File: config.mk
export PLATFORM = sky130hd
export DESIGN_NAME = fps_supervisor
export DESIGN_NICKNAME = d
export VERILOG_FILES = /design/src/fps_pkg.sv /design/src/fps_dgl_if.sv /design/src/fps_deglitch.sv /design/src/fps_supervisor.sv
export SDC_FILE = /design/constraint.sdc
export NUM_CORES = 1
export LEC_CHECK = 0
export ABC_AREA = 1
export BUFFER_PORTS_ARGS = -buffer_cell sky130_fd_sc_hd__buf_2
export CAP_MARGIN = 5
export CORE_MARGIN = 2
export CORE_UTILIZATION = 62
export CTS_CLUSTER_SIZE = 20
export DETAILED_ROUTE_END_ITERATION = 10
export MAX_ROUTING_LAYER = met4
export PLACE_DENSITY = 0.85
export SYNTH_ARGS = -nofsm -noshare
export SYNTH_HDL_FRONTEND = slang
export SYNTH_SLANG_ARGS = --single-unit
File: constraint.sdc
create_clock -name core_clk_i -period 3.5 [get_ports core_clk_i]
set_input_delay 0.7 -clock core_clk_i [delete_from_list [all_inputs] [get_ports core_clk_i]]
set_output_delay 0.7 -clock core_clk_i [all_outputs]
set_load 0.01 [all_outputs]
File: src/fps_pkg.sv
package fps_pkg;

  // channel count
  localparam int unsigned NUM_CH = 5;

  // register byte offsets on the bus
  localparam logic [7:0] REG_QUICK_STAT = 8'h00;
  localparam logic [7:0] REG_CH_STAT    = 8'h04;
  localparam logic [7:0] REG_DEV_STAT   = 8'h08;
  localparam logic [7:0] REG_CH_CTRL    = 8'h0c;
  localparam logic [7:0] REG_OUT_CTRL   = 8'h10;
  localparam logic [7:0] REG_CONFIG     = 8'h14;
  localparam logic [7:0] REG_OUT_STATE  = 8'h18;

  // quick status layout
  localparam int unsigned QS_WARN_LSB = 0;
  localparam int unsigned QS_SHUT_LSB = 8;
  localparam int unsigned QS_PUMP_BIT = 16;
  localparam int unsigned DSF_BIT     = 31;

  // channel status / control layout
  localparam int unsigned CH_SEL_LSB  = 8;
  localparam int unsigned CH_SEL_W    = 3;
  localparam int unsigned CS_WARN_BIT = 0;
  localparam int unsigned CS_SHUT_BIT = 1;
  localparam int unsigned CC_ON_BIT   = 0;

  // device status layout
  localparam int unsigned DS_UV_BIT   = 0;
  localparam int unsigned DS_OV_BIT   = 1;

  // config layout
  localparam int unsigned CFG_WSEL_BIT = 0;
  localparam int unsigned CFG_FAIL_BIT = 1;

  // deglitch and restart timing
  localparam int unsigned CLK_MHZ        = 100;
  localparam int unsigned TEMP_DGL_NS    = 5000;
  localparam int unsigned SUPPLY_DGL_NS  = 3500;
  localparam int unsigned PUMP_DGL_NS    = 4000;
  localparam int unsigned RESTART_MS     = 64;
  localparam int unsigned TEMP_DGL_CYC   = TEMP_DGL_NS * CLK_MHZ / 1000;
  localparam int unsigned SUPPLY_DGL_CYC = SUPPLY_DGL_NS * CLK_MHZ / 1000;
  localparam int unsigned PUMP_DGL_CYC   = PUMP_DGL_NS * CLK_MHZ / 1000;
  localparam int unsigned RESTART_CYC    = RESTART_MS * CLK_MHZ * 1000;
  localparam int unsigned DGL_W          = 10;

endpackage : fps_pkg

File: src/fps_dgl_if.sv
`timescale 1ns/10ps
// raw fault level in, filtered level out
interface fps_dgl_if;
  logic raw;
  logic filt;
  modport owner (input raw, output filt);
  modport user  (output raw, input filt);
endinterface : fps_dgl_if

File: src/fps_deglitch.sv
`timescale 1ns/10ps
module fps_deglitch
  import fps_pkg::*;
#(
  parameter int unsigned CYCLES = 8
)
(
  // clock and reset
  input  wire logic core_clk_i,
  input  wire logic rst_n_i,
  // fault level
  fps_dgl_if.owner  dgl
);
  logic [DGL_W-1:0] cnt_q;
  logic             filt_q;
  wire              at_end = (cnt_q == DGL_W'(CYCLES - 1));

  // filter asserts after a continuous run, releases at once
  always_ff @(posedge core_clk_i)
  begin
    if (!rst_n_i || !dgl.raw)
    begin
      cnt_q  <= '0;
      filt_q <= 1'b0;
    end
    else if (at_end)
      filt_q <= 1'b1;
    else
      cnt_q <= cnt_q + 1'b1;
  end

  assign dgl.filt = filt_q;
endmodule : fps_deglitch

File: src/fps_supervisor.sv
`timescale 1ns/10ps
// Behaviour
// - a warning leaves the output untouched and only sets its flag
// - shutdown temperature turns the output off after deglitch and sets its flag on the same edge
// - warning and shutdown appear in quick status and channel status
// - threshold select 0 (reset) uses high warning threshold, 1 low
// - warning flag clears after temperature drops and channel status read
// - normal mode: shutdown output stays off until cleared and on written, or a mode transition
// - shutdown flag latched until condition gone and channel status read
// - fail mode: shutdown output restarts only after a mode transition
// - deglitched undervoltage sets summary flag and undervoltage flag
// - normal mode: undervoltage restart needs clear condition plus on write
// - undervoltage flag clears after condition gone and device status read
// - fail mode: undervoltage restart by autorestart, no master command
// - autorestart attempts spaced by the 64 ms period
// - load dump keeps every output off
// - overvoltage sets summary flag and overvoltage flag
// - overvoltage flag clears after condition gone and device status read
// - before pump valid, turn-on deferred then executed at once
// - pump out of range past deglitch disables all outputs
// - deglitched pump fault sets summary flag and quick status pump flag
// - turn-on during pump fault runs with overcurrent windows once valid
// - pump flag clears after fault gone and quick status read
module fps_supervisor
  import fps_pkg::*;
#(
  parameter int unsigned RESTART_CYCLES = RESTART_CYC
)
(
  // clock and reset
  input  wire logic              core_clk_i,
  input  wire logic              rst_n_i,
  // apb slave
  input  wire logic              psel,
  input  wire logic              penable,
  input  wire logic              pwrite,
  input  wire logic [7:0]        paddr,
  input  wire logic [31:0]       pwdata,
  output logic      [31:0]       prdata,
  output logic                   pready,
  output logic                   pslverr,
  // analog fault indications (asynchronous)
  input  wire logic [NUM_CH-1:0] warn_hi_i,
  input  wire logic [NUM_CH-1:0] warn_lo_i,
  input  wire logic [NUM_CH-1:0] temp_shut_i,
  input  wire logic              uv_i,
  input  wire logic              ov_i,
  input  wire logic              load_dump_i,
  input  wire logic              pump_bad_i,
  // mode machine
  input  wire logic              fail_mode_i,
  input  wire logic              mode_change_i,
  // outputs
  output logic      [NUM_CH-1:0] out_on_o,
  output logic      [NUM_CH-1:0] high_overcurrent_window_start_o
);
  // synchronisers
  localparam int unsigned SW = 3 * NUM_CH + 4;
  logic [SW-1:0] s1_q, s2_q;
  always_ff @(posedge core_clk_i)
  begin
    s1_q <= {warn_hi_i, warn_lo_i, temp_shut_i, uv_i, ov_i, load_dump_i, pump_bad_i};
    s2_q <= s1_q;
  end
  wire [NUM_CH-1:0] whi  = s2_q[SW-1 -: NUM_CH];
  wire [NUM_CH-1:0] wlo  = s2_q[2*NUM_CH+3 -: NUM_CH];
  wire [NUM_CH-1:0] tsh  = s2_q[NUM_CH+3 -: NUM_CH];
  wire              uv_s = s2_q[3];
  wire              ov_s = s2_q[2];
  wire              ld_s = s2_q[1];
  wire              cp_s = s2_q[0];

  // deglitch filters
  fps_dgl_if dg_uv ();
  fps_dgl_if dg_ov ();
  fps_dgl_if dg_cp ();
  fps_dgl_if dg_ts [NUM_CH] ();
  assign dg_uv.raw = uv_s;
  assign dg_ov.raw = ov_s;
  assign dg_cp.raw = cp_s;
  fps_deglitch #(.CYCLES(SUPPLY_DGL_CYC)) u_dg_uv (.core_clk_i(core_clk_i), .rst_n_i(rst_n_i),
    .dgl(dg_uv));
  fps_deglitch #(.CYCLES(SUPPLY_DGL_CYC)) u_dg_ov (.core_clk_i(core_clk_i), .rst_n_i(rst_n_i),
    .dgl(dg_ov));
  fps_deglitch #(.CYCLES(PUMP_DGL_CYC)) u_dg_cp (.core_clk_i(core_clk_i), .rst_n_i(rst_n_i),
    .dgl(dg_cp));
  logic [NUM_CH-1:0] ts_f;
  for (genvar g = 0; g < NUM_CH; g++)
  begin : g_ts
    assign dg_ts[g].raw = tsh[g];
    assign ts_f[g]      = dg_ts[g].filt;
    fps_deglitch #(.CYCLES(TEMP_DGL_CYC)) u_dg_ts (.core_clk_i(core_clk_i),
      .rst_n_i(rst_n_i), .dgl(dg_ts[g]));
  end
  wire uv_f = dg_uv.filt;
  wire ov_f = dg_ov.filt;
  wire cp_f = dg_cp.filt;

  // bus decode
  logic              wsel_q;
  logic [CH_SEL_W-1:0] chsel_q;
  wire               acc    = psel && penable;
  wire               wr     = acc && pwrite;
  wire               rd     = acc && !pwrite;
  wire               hit_qs = paddr == REG_QUICK_STAT;
  wire               hit_cs = paddr == REG_CH_STAT;
  wire               hit_ds = paddr == REG_DEV_STAT;
  wire               hit_cc = paddr == REG_CH_CTRL;
  wire               hit_oc = paddr == REG_OUT_CTRL;
  wire               hit_cf = paddr == REG_CONFIG;
  wire               hit_os = paddr == REG_OUT_STATE;
  wire               mapped = hit_qs | hit_cs | hit_ds | hit_cc | hit_oc | hit_cf | hit_os;
  wire [CH_SEL_W-1:0] sel_ch = pwdata[CH_SEL_LSB +: CH_SEL_W];
  wire               sel_ok = sel_ch < CH_SEL_W'(NUM_CH);
  wire               rd_qs  = rd && hit_qs;
  wire               rd_ds  = rd && hit_ds;
  wire [NUM_CH-1:0]  rd_cs  = (rd && hit_cs) ? (NUM_CH'(1) << chsel_q) : '0;

  // on command: channel control writes one channel, output control writes all
  logic [NUM_CH-1:0] on_wr_mask;
  logic [NUM_CH-1:0] on_wr_val;
  always_comb
  begin
    on_wr_mask = '0;
    on_wr_val  = '0;
    if (wr && hit_cc && sel_ok)
    begin
      on_wr_mask = NUM_CH'(1) << sel_ch;
      on_wr_val  = pwdata[CC_ON_BIT] ? on_wr_mask : '0;
    end
    else if (wr && hit_oc)
    begin
      on_wr_mask = '1;
      on_wr_val  = pwdata[NUM_CH-1:0];
    end
  end

  // fault state
  logic [NUM_CH-1:0] warn_q, shut_q, ts_lock_q, cmd_q, uv_lock_q, out_q, high_overcurrent_window_q;
  logic              uv_q, ov_q, cp_q, fail_q, uv_seen_q;
  logic [31:0]       rst_cnt_q;
  wire  [NUM_CH-1:0] warn_now = wsel_q ? wlo : whi;
  wire               device_fault_summary      = uv_q | ov_q | cp_q;
  wire               global_off = uv_f | ld_s | cp_f | ov_f;
  wire               auto_tick = fail_q && uv_seen_q && !uv_f &&
                                 (rst_cnt_q == 32'(RESTART_CYCLES - 1));
  wire  [NUM_CH-1:0] set_on   = on_wr_mask & on_wr_val;
  // restart clears lock: on write in normal mode, mode change for temperature in fail mode
  wire  [NUM_CH-1:0] ts_unlock = mode_change_i ? ~ts_f :
                                 (fail_q ? '0 : set_on & ~ts_f);
  wire  [NUM_CH-1:0] uv_unlock = uv_f ? '0 :
                                 (fail_q ? (auto_tick ? '1 : '0) : set_on);
  wire  [NUM_CH-1:0] ts_lock_d = (ts_lock_q & ~ts_unlock) | ts_f;
  wire  [NUM_CH-1:0] uv_lock_d = uv_f ? cmd_q | uv_lock_q : uv_lock_q & ~uv_unlock;
  wire  [NUM_CH-1:0] cmd_d     = (cmd_q & ~on_wr_mask) | on_wr_val;
  // pump invalid defers turn-on; output follows once it settles
  wire  [NUM_CH-1:0] out_d     = global_off ? '0 : cmd_q & ~ts_lock_d & ~uv_lock_q;

  always_ff @(posedge core_clk_i)
  begin
    if (!rst_n_i)
    begin
      warn_q    <= '0;
      shut_q    <= '0;
      ts_lock_q <= '0;
      uv_lock_q <= '0;
      cmd_q     <= '0;
      out_q     <= '0;
      high_overcurrent_window_q    <= '0;
      uv_q      <= 1'b0;
      ov_q      <= 1'b0;
      cp_q      <= 1'b0;
      fail_q    <= 1'b0;
      uv_seen_q <= 1'b0;
      rst_cnt_q <= '0;
      wsel_q    <= 1'b0;
      chsel_q   <= '0;
    end
    else
    begin
      // set wins over read clear
      warn_q    <= warn_now | (warn_q & ~rd_cs);
      shut_q    <= ts_f | (shut_q & ~rd_cs);
      uv_q      <= uv_f | (uv_q & ~rd_ds);
      ov_q      <= ov_f | (ov_q & ~rd_ds);
      cp_q      <= cp_f | (cp_q & ~rd_qs);
      ts_lock_q <= ts_lock_d;
      uv_lock_q <= uv_lock_d;
      cmd_q     <= cmd_d;
      out_q     <= out_d;
      high_overcurrent_window_q    <= out_d & ~out_q;
      fail_q    <= fail_mode_i;
      uv_seen_q <= (uv_seen_q | uv_f) & ~(auto_tick | ~fail_q);
      rst_cnt_q <= (uv_f || !fail_q || auto_tick) ? '0 : rst_cnt_q + 32'h1;
      if (wr && hit_cf)
        wsel_q <= pwdata[CFG_WSEL_BIT];
      if (wr && hit_cs && sel_ok)
        chsel_q <= sel_ch;
    end
  end

  // read data
  logic [31:0] rdata;
  always_comb
  begin
    rdata = '0;
    if (hit_qs)
    begin
      rdata[QS_WARN_LSB +: NUM_CH] = warn_q;
      rdata[QS_SHUT_LSB +: NUM_CH] = shut_q;
      rdata[QS_PUMP_BIT]           = cp_q;
      rdata[DSF_BIT]               = device_fault_summary;
    end
    else if (hit_cs)
    begin
      rdata[CS_WARN_BIT] = warn_q[chsel_q];
      rdata[CS_SHUT_BIT] = shut_q[chsel_q];
      rdata[CH_SEL_LSB +: CH_SEL_W] = chsel_q;
      rdata[DSF_BIT]     = device_fault_summary;
    end
    else if (hit_ds)
    begin
      rdata[DS_UV_BIT] = uv_q;
      rdata[DS_OV_BIT] = ov_q;
      rdata[DSF_BIT]   = device_fault_summary;
    end
    else if (hit_cc || hit_oc)
      rdata[NUM_CH-1:0] = cmd_q;
    else if (hit_cf)
    begin
      rdata[CFG_WSEL_BIT] = wsel_q;
      rdata[CFG_FAIL_BIT] = fail_q;
    end
    else if (hit_os)
      rdata[NUM_CH-1:0] = out_q;
  end
  assign prdata       = rdata;
  assign pready       = 1'b1;
  assign pslverr      = acc && !mapped;
  assign out_on_o     = out_q;
  assign high_overcurrent_window_start_o = high_overcurrent_window_q;

  // checks
  a_loaddump_off: assert property (@(posedge core_clk_i) disable iff (!rst_n_i)
    ld_s |=> out_on_o == '0) else $error("output on during load dump");
  a_pump_off: assert property (@(posedge core_clk_i) disable iff (!rst_n_i)
    cp_f |=> out_on_o == '0 && cp_q) else $error("pump fault not handled");
  a_uv_report: assert property (@(posedge core_clk_i) disable iff (!rst_n_i)
    uv_f |=> uv_q && device_fault_summary && out_on_o == '0) else $error("undervoltage not reported");
  a_ov_report: assert property (@(posedge core_clk_i) disable iff (!rst_n_i)
    ov_f |=> ov_q && device_fault_summary) else $error("overvoltage not reported");
  a_uv_hold: assert property (@(posedge core_clk_i) disable iff (!rst_n_i)
    uv_q && !rd_ds |=> uv_q) else $error("undervoltage flag lost");
  a_cp_hold: assert property (@(posedge core_clk_i) disable iff (!rst_n_i)
    cp_q && !rd_qs |=> cp_q) else $error("pump flag lost");
  a_ts_off: assert property (@(posedge core_clk_i) disable iff (!rst_n_i)
    ts_f[0] |=> !out_on_o[0]) else $error("shutdown output still on");
  a_fail_hold: assert property (@(posedge core_clk_i) disable iff (!rst_n_i)
    fail_q && ts_lock_q[0] && !mode_change_i |=> ts_lock_q[0])
    else $error("fail mode restart without mode change");
endmodule : fps_supervisor

==> results of run 1 <==
-- worst reg2reg max path: stages, from the launching register on --
cell     delay, ns
dfxtp_1       0.34
ha_1          0.24
nand2_2       0.12
nor2_4        0.06
nand2_1       0.16
nor2_1        0.08
nand2_2       0.17
nand4_4       0.41
a21oi_1       0.30
-- layout by cell type (no fill, tap or decap), types with 15 or more instances in the layout --
cell type  instances
nor2_1           149
clkbuf_16         21
nand4_1           25
dfxtp_1          202
inv_1            134
conb_1            21
buf_2             64
xor2_1            15
o21ai_0           40
nor3_1            35
nand2_1          249
nand3_1           85
a21oi_1          103
-- state kept, by name (all words and copies together) (netlist names), 3 cells and up --
register / cells
chsel_q: 3
cmd_q: 5
g_ts.u_dg_ts.cnt_q: 50
g_ts.u_dg_ts.dgl.filt: 5
high_overcurrent_window_start_o: 5
out_on_o: 5
rst_cnt_q: 32
s1_q: 19
s2_q: 19
shut_q: 5
ts_lock_q: 5
u_dg_cp.cnt_q: 10
u_dg_ov.cnt_q: 10
u_dg_uv.cnt_q: 10
uv_lock_q: 5
warn_q: 5
-- power breakdown --
group / switching (W) / internal, W / leakage, nW
clock: 0.000902 / 0.00145 / 0.357
sequential: 0.0000206 / 0.00234 / 1.65
combinational: 0.0000935 / 0.0000426 / 1.72
total: 0.00102 / 0.00383 / 3.72
-- how the worst max path moves through the flow --
stage / cells past startpoint / slack, ns / to / from
after global placement: 11 / 0.74 / pslverr / paddr[0]
after global routing: 11 / 0.54 / pslverr / paddr[0]
after floorplan: 7 / 1.19 / pslverr / paddr[4]
final: 11 / 0.67 / pslverr / paddr[0]
after CTS: 11 / 0.68 / pslverr / paddr[0]
after detailed placement: 11 / 0.72 / pslverr / paddr[0]
-- per-layer routing --
metal  global-route usage [%]  vias up  share of wire [%]
met3                     4.46       54                5.9
li1                         -     3947                  -
met1                     33.2     3543                 43
met5                        -        -                  0
met4                     9.70        0                2.8
met2                     45.1      257                 48
-- through the flow --
step	utilization (%)	setup WS, ns	hold WS [ns]	instance area [sq um]
2_1_floorplan	-	1.19	0.310	8740
3_3_place_gp	65.9	0.742	0.310	9070
3_5_place_dp	65.9	0.721	0.312	9070
4_1_cts	71.2	0.683	0.289	9810
5_1_grt	71.2	0.542	0.291	9810
6_report	71.2	0.668	0.296	9810
-- Yosys cell counts, types with 2 or more instances --
master    count  area share (%)
ha_1         11             1.6
nand3_1      85             4.9
or2_0         2            0.14
o21ai_0      40             2.3
nand2_2       4            0.29
nor3_1       35             2.0
nor2_1      149             6.4
nor4_1        8            0.58
inv_2         2           0.087
nor3b_1      12             1.0
o21a_1        3            0.26
dfxtp_1     202              47
nand2_1     249              11
xor2_1       15             1.5
a21oi_1     103             5.9
buf_2         5            0.29
nor2_4        3            0.39
o211ai_1      5            0.43
xnor2_1       6            0.61
buf_6         3            0.39
nand4_1      25             1.8
buf_4        23             2.0
nor3_2        4            0.46
a31oi_1      12            0.87
inv_1       134             5.8
a211oi_1      6            0.52
conb_1        2           0.087
nor2_2        5            0.36
or2_2         7            0.50
-- logic make-up (layout without fill, tap and decap cells) --
family          after synthesis  count (layout)  share of synthesized area, %
simple gates                591             591                          30.1
flops                       202             202                          46.6
compound gates              174             174                          10.8
buf+inv                     169             240                          8.64
xor+xnor                     21              21                          2.12
fa+ha+maj                    11              11                          1.59
other cells                   2              21                        0.0866
-- layout make-up --
class / instances / area share (%)
Sequential cell: 202 / 41.2
Multi-Input combinational cell: 818 / 40.3
Clock buffer: 27 / 5.79
Inverter: 136 / 5.21
Timing Repair Buffer: 67 / 3.50
Tap cell: 180 / 2.30
Clock inverter: 10 / 1.70
==> flow_metrics.env, run 1 <==
export IMPL_required_ns=2.80
export IMPL_antenna_found_initial=0
export IMPL_postCtsSetupRepairBufs=0
export IMPL_clk_pin_slew_worst_paths_ns=0.06
export IMPL_final_hold_violation_count=0
export IMPL_grtUsageTotal_pct=27.0
export IMPL_grt_ovfl_total=0
export IMPL_hold_end="s1_q[4]"
export IMPL_leakagePower_nw=3.72
export IMPL_relSlewSlack_pct=55.1
export IMPL_p_per_area_mw_per_mm2=494
export IMPL_pin_count=110
export IMPL_gp_congestion=1.03
export IMPL_coreArea_sq_mm=0.0138
export IMPL_cts_path_max_buffers=3
export IMPL_drt_vias_per_instance=5.42
export IMPL_grt_setup_unrepaired="no"
export IMPL_cp_top_family="simple AND/OR/NAND/NOR gates"
export IMPL_slew_viol_final=0
export IMPL_drc=0
export IMPL_crit_fanout=9
export IMPL_critPathLaunchType="primary input"
export IMPL_die_area_sq_mm=0.0149
export IMPL_dp_cells=1403
export IMPL_firstDrtPassIters=7
export IMPL_synth_async_reset_ratio_pct=0
export IMPL_slowest_delay_ns=0.25
export IMPL_fin_skew_ns=0.00919
export IMPL_ys_flop_type="dfxtp_1"
export IMPL_cts_tree="yes"
export IMPL_period_needed_ns=2.83
export IMPL_clk_latency_ns=0.50
export IMPL_slowest_stage="nor3_1"
export IMPL_fill_cells=1100
export IMPL_end_kind="output pin"
export IMPL_avgSynthCellArea_sq_um=7.41
export IMPL_layout_drive_gt1_share_pct=10.1
export IMPL_layout_cells_non_filler=1440
export IMPL_placementRows=43
export IMPL_routed_wl_um=19600
export IMPL_dieHeight_um=122
export IMPL_grt_pass1_wl_um=32200
export IMPL_crit_type="primary input to output pin"
export IMPL_hold_depth=1
export IMPL_r2r_cells=8
export IMPL_vdd_ir_drop_max_uv=428
export IMPL_worst_pin_slew_ns=0.672
export IMPL_die_width_um=122
export IMPL_finalSetupViolCount=0
export IMPL_multi_input_area_sq_mm=0.00395
export IMPL_hpwl_um=13900
export IMPL_seq_area_sq_mm=0.00404
export IMPL_via_count=7801
export IMPL_min_path_type="primary input to flop"
export IMPL_cts_root_buf="clkbuf_16"
export IMPL_io_buffers=64
export IMPL_routedWlPerCell_um=13.6
export IMPL_final_min_period_over_clock_period_pct=80.9
export IMPL_seq_area_frac_synth_pct=46.6
export IMPL_cp_arrival_ns=2.13
export IMPL_power_w=0.00485
export IMPL_numCtsBuffers=21
export IMPL_fmax_ghz=0.353
export IMPL_post_cts_resize_count=0
export IMPL_cts_htree_levels=1
export IMPL_final_nets=1323
export IMPL_reg2reg_from="rst_cnt_q[0]"
export IMPL_syn_area_sq_mm=0.00867
export IMPL_synth_cell_types=39
export IMPL_r2r_slack_ns=1.55
export IMPL_cts_sinks=202
export IMPL_grt_pass1_vias=7196
export IMPL_drv_cap=0
export IMPL_ant_nets=0
export IMPL_synth_edf_count=0
export IMPL_r2r_end="rst_cnt_q[29]"
export IMPL_path_cells="buf_2, inv_1, nand2_1, nor2_2, inv_1, nor2_1, buf_4, nor3_1, nand3_1, nor3_1, buf_2"
export IMPL_min_from="temp_shut_i[0]"
export IMPL_postCtsHoldBufs=0
export IMPL_drtIter0Drc=601
export IMPL_ys_ff_latch=202
export IMPL_num_antenna_cells=0
export IMPL_yosysWarnings=0
export IMPL_setup_tns_ns=0
export IMPL_syn_inst=1170
export IMPL_start_util_pct=63.0
export IMPL_worstPathBufferInverterCount=5
export IMPL_area_growth_pct=13.1
export IMPL_grt_max_degree=33
export IMPL_status="complete, no violations"
(Power assumes the default switching activity.)
==> run 2, diff against run 1 <==
--- a/config.mk
+++ b/config.mk
@@ -9,11 +9,11 @@
 export BUFFER_PORTS_ARGS = -buffer_cell sky130_fd_sc_hd__buf_2
 export CAP_MARGIN = 5
 export CORE_MARGIN = 2
-export CORE_UTILIZATION = 62
+export CORE_UTILIZATION = 52
 export CTS_CLUSTER_SIZE = 20
 export DETAILED_ROUTE_END_ITERATION = 10
 export MAX_ROUTING_LAYER = met4
-export PLACE_DENSITY = 0.85
+export PLACE_DENSITY = 0.76
 export SYNTH_ARGS = -nofsm -noshare
 export SYNTH_HDL_FRONTEND = slang
 export SYNTH_SLANG_ARGS = --single-unit
==> constraint.sdc (replaced) <==
create_clock -name core_clk_i -period 2.4 [get_ports core_clk_i]
set_input_delay 0.48 -clock core_clk_i [delete_from_list [all_inputs] [get_ports core_clk_i]]
set_output_delay 0.48 -clock core_clk_i [all_outputs]
set_load 0.01 [all_outputs]
==> flow_metrics.env, run 2 (synthesis gave the netlist of run 1 again) <==
export IMPL_power_w=0.00691
export IMPL_area_growth_pct=13.8
export IMPL_grtUsageTotal_pct=22.5
export IMPL_final_hold_violation_count=0
export IMPL_antenna_found_initial=1
export IMPL_slew_viol_final=0
export IMPL_cts_path_max_buffers=3
export IMPL_period_needed_ns=2.23
export IMPL_post_place_ws_ns=0.232
export IMPL_reg2reg_from="rst_cnt_q[0]"
export IMPL_drv_cap=0
export IMPL_cts_htree_levels=1
export IMPL_slowest_stage="dfxtp_1"
export IMPL_largest_register_ffs=50
export IMPL_seq_area_sq_mm=0.00405
export IMPL_pin_count=110
export IMPL_clk_pin_slew_worst_paths_ns=0.06
export IMPL_worst_pin_slew_ns=0.547
export IMPL_crit_fanout=5
export IMPL_required_ns=1.92
export IMPL_grt_setup_unrepaired="no"
export IMPL_clk_latency_ns=0.51
export IMPL_hold_depth=1
export IMPL_crit_type="flop to output pin"
export IMPL_cts_root_buf="clkbuf_16"
export IMPL_ant_nets=0
export IMPL_io_buffers=64
export IMPL_r2r_slack_ns=0.41
export IMPL_top_register="g_ts.u_dg_ts.cnt_q"
export IMPL_cpMostUsedCell="nand2_1"
export IMPL_critPathLaunchType="flop"
export IMPL_post_cts_resize_count=0
export IMPL_slowest_delay_ns=0.33
export IMPL_worstPathBufferInverterCount=2
export IMPL_firstDrtPassIters=5
export IMPL_fill_cells=1487
export IMPL_drt_vias_per_instance=5.16
export IMPL_relSlewSlack_pct=63.2
export IMPL_grt_ovfl_total=0
export IMPL_routed_wl_um=19200
export IMPL_die_width_um=133
export IMPL_placementRows=47
export IMPL_start_util_pct=52.7
export IMPL_path_cells="inv_1, nor3_1, nand2_1, nand2_1, nand2_1, nand4_1, buf_2"
export IMPL_routedWlPerCell_um=12.9
export IMPL_cp_top_family="simple AND/OR/NAND/NOR gates"
export IMPL_fin_hold_ws_ns=0.0653
export IMPL_cp_arrival_ns=1.75
export IMPL_setup_ws_ns=0.168
export IMPL_cts_tree="yes"
export IMPL_grt_max_degree=33
export IMPL_min_path_type="primary input to flop"
export IMPL_r2r_end="rst_cnt_q[21]"
export IMPL_crit_cells=7
export IMPL_layout_cells_non_filler=1487
export IMPL_numCtsBuffers=22
export IMPL_p_per_area_mw_per_mm2=700
export IMPL_postCtsSetupRepairBufs=0
export IMPL_grt_pass1_wl_um=32300
export IMPL_setup_tns_ns=0
export IMPL_fin_skew_ns=0.0211
export IMPL_multi_input_area_sq_mm=0.00396
export IMPL_hpwl_um=13900
export IMPL_dp_cells=1446
export IMPL_layout_commonest_cell="nand2_1"
export IMPL_gp_congestion=0.973
export IMPL_r2r_cells=8
export IMPL_vdd_ir_drop_max_uv=614
export IMPL_drc=0
export IMPL_leakagePower_nw=3.73
export IMPL_layout_common_cells="nand2_1 (249), dfxtp_1 (201), nor2_1 (147)"
export IMPL_min_from="temp_shut_i[0]"
export IMPL_grt_pass1_vias=7069
export IMPL_drtIter0Drc=491
export IMPL_die_area_sq_mm=0.0177
export IMPL_coreArea_sq_mm=0.0165
export IMPL_final_min_period_over_clock_period_pct=93.0
export IMPL_status="complete, no violations"
export IMPL_postCtsHoldBufs=0
export IMPL_cts_sinks=202
export IMPL_dieHeight_um=133
export IMPL_via_count=7676
export IMPL_finalSetupViolCount=0
export IMPL_largestRegisters="g_ts.u_dg_ts.cnt_q x50, rst_cnt_q x32"
export IMPL_final_nets=1327
export IMPL_end_kind="output pin"
export IMPL_hold_end="s1_q[4]"
export IMPL_fmax_ghz=0.448
export IMPL_layout_drive_gt1_share_pct=10.7
==> run 2: final cells by class <==
type | instances | area share [%]
Sequential cell | 202 | 41.0
Multi-Input combinational cell | 818 | 40.1
Clock buffer | 30 | 6.29
Inverter | 136 | 5.17
Timing Repair Buffer | 70 | 3.70
Tap cell | 220 | 2.79
Clock inverter | 10 | 0.938
Antenna cell | 1 | 0.0254
==> run 2: worst max-delay path by stage <==
stage,start,end
final,chsel_q[2],prdata[1]
after global routing,chsel_q[0],prdata[1]
after CTS,chsel_q[1],prdata[1]
after floorplan,paddr[4],pslverr
after detailed placement,paddr[5],prdata[1]
after global placement,paddr[6],prdata[1]
==> run 2: power by group <==
| part | switching (W) | internal [W] |
|---|---|---|
| clock network | 0.00135 | 0.00193 |
| registers | 0.0000289 | 0.00341 |
| logic | 0.000131 | 0.0000631 |
| total | 0.00151 | 0.00540 |
==> run 2: worst register-to-register path, delay by kind of cell, from the launching register on <==
family	cells	cell delay, ns
flip-flops	1	0.33
AND/OR/NAND/NOR	6	1.03
AO/OA/AOI/OAI	1	0.30
adder cells (fa/ha/maj)	1	0.24
==> run 2: per-stage QoR <==
step           area, sq um  utilization (%)
2_1_floorplan         8740                -
3_3_place_gp          9150             55.5
3_5_place_dp          9150             55.5
4_1_cts               9860             59.9
5_1_grt               9870             59.9
6_report              9870             59.9
==> run 2: per-layer routing <==
layer | vias up | global-route usage [%] | share of wire (%)
li1 | 3949 | - | -
met1 | 3453 | 29.0 | 46
met2 | 226 | 36.3 | 46
met3 | 48 | 3.08 | 4.9
met4 | 0 | 8.69 | 3.4
met5 | - | - | 0
